File: config.mk
export PLATFORM = sky130hd
export DESIGN_NAME = mife_framer
export DESIGN_NICKNAME = d
export VERILOG_FILES = /design/src/mife_pkg.sv /design/src/mife_framer.sv
export VERILOG_INCLUDE_DIRS = /design/src
export SDC_FILE = /design/constraint.sdc
export NUM_CORES = 1
export LEC_CHECK = 0
export ABC_AREA = 0
export BUFFER_PORTS_ARGS = -buffer_cell sky130_fd_sc_hd__buf_2
export CORE_ASPECT_RATIO = 0.6
export CORE_MARGIN = 10
export CORE_UTILIZATION = 58
export CTS_CLUSTER_DIAMETER = 30
export DETAILED_ROUTE_END_ITERATION = 7
export GPL_ROUTABILITY_DRIVEN = 0
export PLACE_DENSITY = 0.79
export SLEW_MARGIN = 20
export SYNTH_ARGS = -nofsm -noshare
export SYNTH_HDL_FRONTEND = slang
export SYNTH_SLANG_ARGS = --single-unit
File: constraint.sdc
create_clock -name core_clk_i -period 6.4 [get_ports core_clk_i]
set_input_delay 1.28 -clock core_clk_i [delete_from_list [all_inputs] [get_ports core_clk_i]]
set_output_delay 1.28 -clock core_clk_i [all_outputs]
set_load 0.01 [all_outputs]
File: src/mife_defines.svh
`ifndef MIFE_DEFINES_SVH
`define MIFE_DEFINES_SVH

// Octets of fixed header that follow the length field, per element kind.
`define MIFE_HDR_APPLICATION_SPECIFIC_ELEMENT    3'h2
`define MIFE_HDR_PROBE   3'h4
`define MIFE_HDR_NONE    3'h0

// Octets in one repeated entry, per element kind.
`define MIFE_ENT_OPAQUE  5'h01
`define MIFE_ENT_HIB     5'h03
`define MIFE_ENT_MASTER_KEY_IDENTIFIER    5'h10
`define MIFE_ENT_MAB     5'h08

// Field positions inside a hibernation anchor entry.
`define MIFE_HIB_CD_LSB  16
`define MIFE_HIB_CD_W    8

// Largest value the one-octet length field can hold.
`define MIFE_LEN_MAX     12'h0FF

`endif

File: src/mife_pkg.sv
package mife_pkg;

   typedef enum logic [2:0] {
      MIFE_APPLICATION_SPECIFIC_ELEMENT,
      MIFE_PROBE,
      MIFE_HIB,
      MIFE_MASTER_KEY_IDENTIFIER,
      MIFE_MAB
   } mife_kind_t;

   // Request to build one element. count is the number of entries, or
   // of opaque octets for the application-specific and probe kinds.
   typedef struct packed {
      mife_kind_t  kind;
      logic [7:0]  count;
      logic [15:0] target;
      logic [15:0] spec;
   } mife_tx_hdr_t;

   // Header of a parsed element.
   typedef struct packed {
      mife_kind_t  kind;
      logic [7:0]  len;
      logic [15:0] target;
      logic [15:0] spec;
   } mife_rx_hdr_t;

endpackage

File: src/mife_framer.sv
`include "mife_defines.svh"
`timescale 1ns/1ps
`default_nettype none

module mife_framer #(
   parameter logic [7:0] ID_APPLICATION_SPECIFIC_ELEMENT  = 8'h01, // Arbitrary element codes.
   parameter logic [7:0] ID_PROBE = 8'h02,
   parameter logic [7:0] ID_HIB   = 8'h03,
   parameter logic [7:0] ID_MASTER_KEY_IDENTIFIER  = 8'h04,
   parameter logic [7:0] ID_MAB   = 8'h05
) (
   input  wire logic                  core_clk_i,
   input  wire logic                  sys_rst_i,
   input  wire logic                  tx_start_i,
   input  wire mife_pkg::mife_tx_hdr_t tx_hdr_i,
   input  wire logic                  tx_ent_valid_i,
   input  wire logic [127:0]          tx_ent_i,
   output logic                       tx_ent_ready_o,
   output logic                       tx_valid_o,
   output logic [7:0]                 tx_byte_o,
   input  wire logic                  tx_ready_i,
   output logic                       tx_busy_o,
   output logic                       tx_err_o,
   input  wire logic                  rx_start_i,
   input  wire logic                  rx_valid_i,
   input  wire logic [7:0]            rx_byte_i,
   output logic                       rx_hdr_valid_o,
   output mife_pkg::mife_rx_hdr_t     rx_hdr_o,
   output logic                       rx_ent_valid_o,
   output logic [127:0]               rx_ent_o,
   output logic                       rx_wake_next_o,
   output logic                       rx_err_o
);

   function automatic logic [2:0] hdr_size(input mife_pkg::mife_kind_t k);
      unique case (k)
         mife_pkg::MIFE_APPLICATION_SPECIFIC_ELEMENT:  hdr_size = `MIFE_HDR_APPLICATION_SPECIFIC_ELEMENT;
         mife_pkg::MIFE_PROBE: hdr_size = `MIFE_HDR_PROBE;
         default:              hdr_size = `MIFE_HDR_NONE;
      endcase
   endfunction

   function automatic logic [4:0] ent_size(input mife_pkg::mife_kind_t k);
      unique case (k)
         mife_pkg::MIFE_HIB:  ent_size = `MIFE_ENT_HIB;
         mife_pkg::MIFE_MASTER_KEY_IDENTIFIER: ent_size = `MIFE_ENT_MASTER_KEY_IDENTIFIER;
         mife_pkg::MIFE_MAB:  ent_size = `MIFE_ENT_MAB;
         default:             ent_size = `MIFE_ENT_OPAQUE;
      endcase
   endfunction

   function automatic logic [7:0] id_of(input mife_pkg::mife_kind_t k);
      unique case (k)
         mife_pkg::MIFE_APPLICATION_SPECIFIC_ELEMENT:  id_of = ID_APPLICATION_SPECIFIC_ELEMENT;
         mife_pkg::MIFE_PROBE: id_of = ID_PROBE;
         mife_pkg::MIFE_HIB:   id_of = ID_HIB;
         mife_pkg::MIFE_MASTER_KEY_IDENTIFIER:  id_of = ID_MASTER_KEY_IDENTIFIER;
         default:              id_of = ID_MAB;
      endcase
   endfunction

   // Length must cover the fixed header and a whole number of entries.
   function automatic logic len_ok(input mife_pkg::mife_kind_t k,
                                   input logic [7:0] len);
      unique case (k)
         mife_pkg::MIFE_HIB:  len_ok = (len % 8'h03) == 8'h00;
         mife_pkg::MIFE_MASTER_KEY_IDENTIFIER: len_ok = len[3:0] == 4'h0;
         mife_pkg::MIFE_MAB:  len_ok = len[2:0] == 3'h0;
         default:             len_ok = len >= {5'h00, hdr_size(k)};
      endcase
   endfunction

   // Transmit side.
   typedef enum {E_IDLE, E_ID, E_LEN, E_HDR, E_BODY} mife_enc_st_t;

   mife_enc_st_t          enc_st;
   mife_pkg::mife_kind_t  enc_kind;
   logic [7:0]            enc_len;
   logic [7:0]            ents_left;
   logic [2:0]            hdr_left;
   logic [4:0]            byte_left;
   logic [31:0]           hdr_sh;
   logic [127:0]          ent_sh;
   logic [11:0]           next_len;
   logic                  adv;
   logic                  ent_take;

   assign next_len = {9'h000, hdr_size(tx_hdr_i.kind)} +
                     12'(tx_hdr_i.count) *
                     12'(ent_size(tx_hdr_i.kind));
   assign adv      = !tx_valid_o || tx_ready_i;
   assign ent_take = tx_ent_valid_i && tx_ent_ready_o;

   always_ff @(posedge core_clk_i) begin
      if (sys_rst_i) begin
         enc_st     <= E_IDLE;
         enc_kind   <= mife_pkg::MIFE_APPLICATION_SPECIFIC_ELEMENT;
         enc_len    <= 8'h00;
         ents_left  <= 8'h00;
         hdr_left   <= 3'h0;
         byte_left  <= 5'h00;
         hdr_sh     <= 32'h0000_0000;
         ent_sh     <= 128'h0;
         tx_valid_o <= 1'b0;
         tx_byte_o  <= 8'h00;
         tx_err_o   <= 1'b0;
      end else begin
         tx_err_o <= 1'b0;
         if (tx_valid_o && tx_ready_i) begin
            tx_valid_o <= 1'b0;
         end
         unique case (enc_st)
            E_IDLE: begin
               // A start is only heard once the last octet has left.
               if (tx_start_i && !tx_busy_o) begin
                  if (next_len > `MIFE_LEN_MAX) begin
                     tx_err_o <= 1'b1;
                  end else begin
                     enc_kind  <= tx_hdr_i.kind;
                     enc_len   <= next_len[7:0];
                     ents_left <= tx_hdr_i.count;
                     // Target first, then specifier, each low octet first.
                     hdr_sh <= (tx_hdr_i.kind == mife_pkg::MIFE_PROBE) ?
                               {tx_hdr_i.spec, tx_hdr_i.target} :
                               {16'h0000, tx_hdr_i.spec};
                     enc_st <= E_ID;
                  end
               end
            end
            E_ID: begin
               if (adv) begin
                  tx_byte_o  <= id_of(enc_kind);
                  tx_valid_o <= 1'b1;
                  enc_st     <= E_LEN;
               end
            end
            E_LEN: begin
               if (adv) begin
                  tx_byte_o  <= enc_len;
                  tx_valid_o <= 1'b1;
                  hdr_left   <= hdr_size(enc_kind);
                  if (hdr_size(enc_kind) != 3'h0) begin
                     enc_st <= E_HDR;
                  end else begin
                     enc_st <= (ents_left != 8'h00) ? E_BODY : E_IDLE;
                  end
               end
            end
            E_HDR: begin
               if (adv) begin
                  tx_byte_o  <= hdr_sh[7:0];
                  tx_valid_o <= 1'b1;
                  hdr_sh     <= {8'h00, hdr_sh[31:8]};
                  hdr_left   <= hdr_left - 3'h1;
                  if (hdr_left == 3'h1) begin
                     enc_st <= (ents_left != 8'h00) ? E_BODY : E_IDLE;
                  end
               end
            end
            E_BODY: begin
               if (ent_take) begin
                  // Client values go out as given.
                  ent_sh    <= tx_ent_i;
                  byte_left <= ent_size(enc_kind);
               end else if (byte_left != 5'h00 && adv) begin
                  tx_byte_o  <= ent_sh[7:0];
                  tx_valid_o <= 1'b1;
                  ent_sh     <= {8'h00, ent_sh[127:8]};
                  byte_left  <= byte_left - 5'h01;
                  if (byte_left == 5'h01) begin
                     ents_left <= ents_left - 8'h01;
                     if (ents_left == 8'h01) begin
                        enc_st <= E_IDLE;
                     end
                  end
               end
            end
         endcase
      end
   end

   always_ff @(posedge core_clk_i) begin
      if (sys_rst_i) begin
         tx_ent_ready_o <= 1'b0;
         tx_busy_o      <= 1'b0;
      end else begin
         tx_ent_ready_o <= enc_st == E_BODY && byte_left == 5'h00 &&
                           ents_left != 8'h00 && !ent_take;
         tx_busy_o      <= (enc_st != E_IDLE) ||
                           (tx_valid_o && !tx_ready_i) ||
                           (tx_start_i && !tx_busy_o &&
                            next_len <= `MIFE_LEN_MAX);
      end
   end

   // Receive side.
   typedef enum {P_ID, P_LEN, P_HDR, P_BODY, P_SKIP} mife_par_st_t;

   mife_par_st_t          par_st;
   mife_pkg::mife_kind_t  par_kind;
   logic                  par_known;
   logic [7:0]            par_rem;
   logic [2:0]            par_hidx;
   logic [4:0]            par_bidx;
   logic [31:0]           hdr_acc;
   logic [127:0]          ent_acc;
   logic [31:0]           next_hdr;
   logic [127:0]          next_ent;

   always_comb begin
      next_hdr = hdr_acc;
      next_ent = ent_acc;
      next_hdr[8 * par_hidx[1:0] +: 8] = rx_byte_i;
      next_ent[8 * par_bidx[3:0] +: 8] = rx_byte_i;
   end

   always_ff @(posedge core_clk_i) begin
      if (sys_rst_i) begin
         par_st         <= P_ID;
         par_kind       <= mife_pkg::MIFE_APPLICATION_SPECIFIC_ELEMENT;
         par_known      <= 1'b0;
         par_rem        <= 8'h00;
         par_hidx       <= 3'h0;
         par_bidx       <= 5'h00;
         hdr_acc        <= 32'h0000_0000;
         ent_acc        <= 128'h0;
         rx_hdr_valid_o <= 1'b0;
         rx_hdr_o       <= '0;
         rx_ent_valid_o <= 1'b0;
         rx_ent_o       <= 128'h0;
         rx_wake_next_o <= 1'b0;
         rx_err_o       <= 1'b0;
      end else begin
         rx_hdr_valid_o <= 1'b0;
         rx_ent_valid_o <= 1'b0;
         rx_wake_next_o <= 1'b0;
         rx_err_o       <= 1'b0;
         if (rx_start_i) begin
            par_st <= P_ID;
         end else if (rx_valid_i) begin
            unique case (par_st)
               P_ID: begin
                  par_known <= 1'b1;
                  par_st    <= P_LEN;
                  if (rx_byte_i == ID_APPLICATION_SPECIFIC_ELEMENT) begin
                     par_kind <= mife_pkg::MIFE_APPLICATION_SPECIFIC_ELEMENT;
                  end else if (rx_byte_i == ID_PROBE) begin
                     par_kind <= mife_pkg::MIFE_PROBE;
                  end else if (rx_byte_i == ID_HIB) begin
                     par_kind <= mife_pkg::MIFE_HIB;
                  end else if (rx_byte_i == ID_MASTER_KEY_IDENTIFIER) begin
                     par_kind <= mife_pkg::MIFE_MASTER_KEY_IDENTIFIER;
                  end else if (rx_byte_i == ID_MAB) begin
                     par_kind <= mife_pkg::MIFE_MAB;
                  end else begin
                     par_known <= 1'b0;
                  end
               end
               P_LEN: begin
                  par_rem  <= rx_byte_i;
                  par_hidx <= 3'h0;
                  par_bidx <= 5'h00;
                  hdr_acc  <= 32'h0000_0000;
                  ent_acc  <= 128'h0;
                  rx_hdr_o.kind   <= par_kind;
                  rx_hdr_o.len    <= rx_byte_i;
                  rx_hdr_o.target <= 16'h0000;
                  rx_hdr_o.spec   <= 16'h0000;
                  if (par_known && !len_ok(par_kind, rx_byte_i)) begin
                     rx_err_o <= 1'b1;
                  end
                  if (!par_known || !len_ok(par_kind, rx_byte_i)) begin
                     par_st <= (rx_byte_i == 8'h00) ? P_ID : P_SKIP;
                  end else if (hdr_size(par_kind) != 3'h0) begin
                     par_st <= P_HDR;
                  end else begin
                     rx_hdr_valid_o <= 1'b1;
                     par_st <= (rx_byte_i == 8'h00) ? P_ID : P_BODY;
                  end
               end
               P_HDR: begin
                  hdr_acc  <= next_hdr;
                  par_hidx <= par_hidx + 3'h1;
                  par_rem  <= par_rem - 8'h01;
                  if (par_hidx + 3'h1 == hdr_size(par_kind)) begin
                     rx_hdr_valid_o <= 1'b1;
                     if (par_kind == mife_pkg::MIFE_PROBE) begin
                        rx_hdr_o.target <= next_hdr[15:0];
                        rx_hdr_o.spec   <= next_hdr[31:16];
                     end else begin
                        rx_hdr_o.spec   <= next_hdr[15:0];
                     end
                     par_st <= (par_rem == 8'h01) ? P_ID : P_BODY;
                  end
               end
               P_BODY: begin
                  par_rem <= par_rem - 8'h01;
                  if (par_bidx + 5'h01 == ent_size(par_kind)) begin
                     // Opaque octets come out one per entry.
                     rx_ent_valid_o <= 1'b1;
                     rx_ent_o       <= next_ent;
                     rx_wake_next_o <= par_kind == mife_pkg::MIFE_HIB &&
                        next_ent[`MIFE_HIB_CD_LSB +: `MIFE_HIB_CD_W] ==
                        8'h00;
                     ent_acc  <= 128'h0;
                     par_bidx <= 5'h00;
                  end else begin
                     ent_acc  <= next_ent;
                     par_bidx <= par_bidx + 5'h01;
                  end
                  if (par_rem == 8'h01) begin
                     par_st <= P_ID;
                  end
               end
               P_SKIP: begin
                  par_rem <= par_rem - 8'h01;
                  if (par_rem == 8'h01) begin
                     par_st <= P_ID;
                  end
               end
            endcase
         end
      end
   end

endmodule // mife_framer

`default_nettype wire

==> impl_metrics.json <==
{
  "outcome": "completed",
  "vias_per_cell": 6.22,
  "cp-start-kind": "input pin",
  "setup_viol": 0,
  "cp_max_fo": 30,
  "ys_warn_count": 0,
  "grt_max_degree": 243,
  "antenna_found_initial": 2,
  "avgSynthCellArea_um2": 8.10,
  "cts_tree": "yes",
  "grt_pass1_vias": 24100,
  "ant_nets": 0,
  "clk_path_buf_depth": 3,
  "relSlewSlack_pct": 26.5,
  "async_reset_ff_share_pct": 0,
  "synthesis.area_um2": 26100,
  "grt_pass1_wl_um": 130000,
  "wl_per_cell_um": 20.3,
  "fp.dieW_um": 294,
  "synthTopCellsByArea": "dfxtp_1 (43%), nor2_1 (8.4%), nand2_1 (6.3%), mux2i_1 (4.7%), a311oi_1 (4.4%)",
  "numCtsBuffers": 81,
  "synth-main-ff-cell": "dfxtp_1",
  "seq_area_frac_synth_pct": 43.0,
  "synth_fp_nets": 3467,
  "yosys.area.top_type_share_pct": 43.0,
  "ios": 373,
  "worstSetupPathType": "input pin to flop",
  "timing.fmax_mhz": 166,
  "drive_above_1_share_pct": 17.1,
  "min_period_over_period_pct": 94.1,
  "worstSkewPairLatency_ps": 600,
  "post_cts_resized": 0,
  "dieArea_um2": 54100,
  "p_leak_nw": 11.2,
  "core_area_um2": 44600,
  "maxCapViolCount": 0,
  "hold_buffers": 0,
  "drc": 0,
  "h-tree-depth": 3,
  "min_period_ps": 6020,
  "drt-total-wl_um": 83000,
  "final_common_cell": "nor2_1",
  "finalHoldViolations": 0,
  "hold_path.class": "flop to flop",
  "hold-worst-slack_ps": 446,
  "ys_seq_elements": 560,
  "nFillCells": 3522,
  "arrival_ps": 6540,
  "clock-sinks": 560,
  "synth_area_leader_cell": "dfxtp_1",
  "rows": 60,
  "worst_ir_drop_vdd_mv": 0.208,
  "synth_enable_flop_cells": 0,
  "drt_first_pass_iters": 7,
  "syn_inst": 3220,
  "root_buffer": "clkbuf_16",
  "power_density_nw_per_um2": 297,
  "drv_slew": 0,
  "portBuffers": 372,
  "clkSlewWorstSetupHoldPaths_ps": 50,
  "grt-ovfl-total": 0,
  "fp.dieH_um": 184,
  "vias": 25500,
  "nets": 3690,
  "fin_skew_ps": 16.5,
  "cp-end-kind": "flop",
  "grt_usage_pct": 29.1,
  "dp_hpwl_um": 57200,
  "initial_core_util_pct": 58.5,
  "rsz0062_at_grt": "no",
  "drt_iter0_drc": 3243,
  "required_ps": 6910,
  "syn_to_final_growth_pct": 18.5,
  "setup_tns_ps": 0,
  "worst_pin_slew_ps": 1100,
  "mostFrequentLayoutCells": "nor2_1 (580), dfxtp_1 (560), nand2_1 (435), buf_2 (371), a21oi_1 (180)",
  "post_cts_buffers": 0,
  "synth_cell_types": 73
}
[metrics by stage]
| stage | power, W | utilization (%) | area, um^2 | instances | setup slack, ps |
|---|---|---|---|---|---|
| after floorplan | 0.00436 | - | 26100 | 3220 | 389 |
| after global placement | 0.00461 | 62.9 | 28100 | 3949 | 176 |
| after detailed placement | 0.00466 | 63.0 | 28100 | 3949 | -142 |
| after CTS | 0.00920 | 69.3 | 30900 | 4098 | 460 |
| after global routing | 0.00948 | 69.3 | 30900 | 4099 | 114 |
| final | 0.00918 | 69.3 | 30900 | 4100 | 375 |
[synthesized netlist by cell type (10+ instances only)]
library cell and count:
a2111oi_0 17, a211oi_1 127, a21oi_1 180, a221oi_1 23, a22oi_1 100, a311oi_1 130
a32oi_1 55, and2_1 45, and3_1 18, buf_1 15, clkbuf_1 251, dfxtp_1 560
fa_1 12, ha_1 49, inv_1 49, mux2i_1 123, nand2_1 437, nand2b_1 20
nand3_1 26, nor2_1 584, nor2b_1 40, nor3_1 77, nor4_1 14, o21ai_0 82
o21ai_1 17, o22ai_1 10, xnor2_1 16
[metal layers]
metal | wire length, um | track usage [%] | vias to the layer above
li1 | - | - | 11900
met1 | 34600 | 38.1 | 12200
met2 | 37000 | 44.9 | 1209
met3 | 8300 | 8.12 | 212
met4 | 3130 | 11.8 | 2
met5 | 74 | 1.03 | -
[worst max-delay path, stage by stage]
cell      delay (ps)
buf_2            130
and3b_1          390
nor2_1           120
and2_1           180
ha_1             290
ha_1             300
inv_1             60
fa_1             590
inv_1             60
ha_1             300
a21o_1           170
a21oi_1          240
o21ai_0          130
a21o_1           210
a211oi_1         310
xnor2_1          150
o21ai_0          130
nand4_1          180
and2_1           870
buf_4            260
nand2_1           60
a21oi_1          120
[sequential cells by signal (all words and copies together) (netlist names), 8 cells and up]
register	count
tx_byte_o	8
rx_hdr_o	43
ent_sh	128
rx_ent_o	128
par_rem	8
enc_len	8
ent_acc	128
ents_left	8
hdr_acc	32
hdr_sh	32
[logic make-up (layout without fill, tap and decap cells)]
group                      after synthesis  count (layout)  synth area share, %
xor gates and xnor gates                23              23                0.772
muxes                                  132             132                 5.11
other                                    0               2                    0
DFF                                    560             560                 43.0
adders and majority gates               61              61                 3.27
buffers and inverters                  330             619                 4.83
and+or+nand+nor                       1316            1316                 21.5
AOI/OAI and AO/OA                      798             798                 21.5
[final timing paths]
path / start / end / slack, ps / cells past startpoint
setup / recovery: tx_hdr_i[42] / hdr_sh[5] / 380 / 22
hold / removal: hdr_acc[10] / hdr_acc[10] / 450 / 2
setup reg to reg: par_bidx[0] / ent_acc[21] / 1460 / 9
hold reg to reg: hdr_acc[10] / hdr_acc[10] / 450 / 2
[where the power goes]
group | switching (W) | total (W) | leakage, nW | internal (W)
Sequential | 0.000112 | 0.00371 | 4.52 | 0.00360
Combinational | 0.000582 | 0.000905 | 5.33 | 0.000323
Clock | 0.00184 | 0.00457 | 1.37 | 0.00273
[cell type report]
type,instances,area (um^2),area share (%)
Multi-Input combinational cell,2330,13700,44.3
Sequential cell,560,11200,36.3
Timing Repair Buffer,414,2240,7.25
Clock buffer,92,2170,7.02
Tap cell,589,737,2.38
Clock inverter,57,644,2.08
Inverter,56,210,0.680
Antenna cell,2,5.00,0.0162
Power figures use the tool's default switching activity.
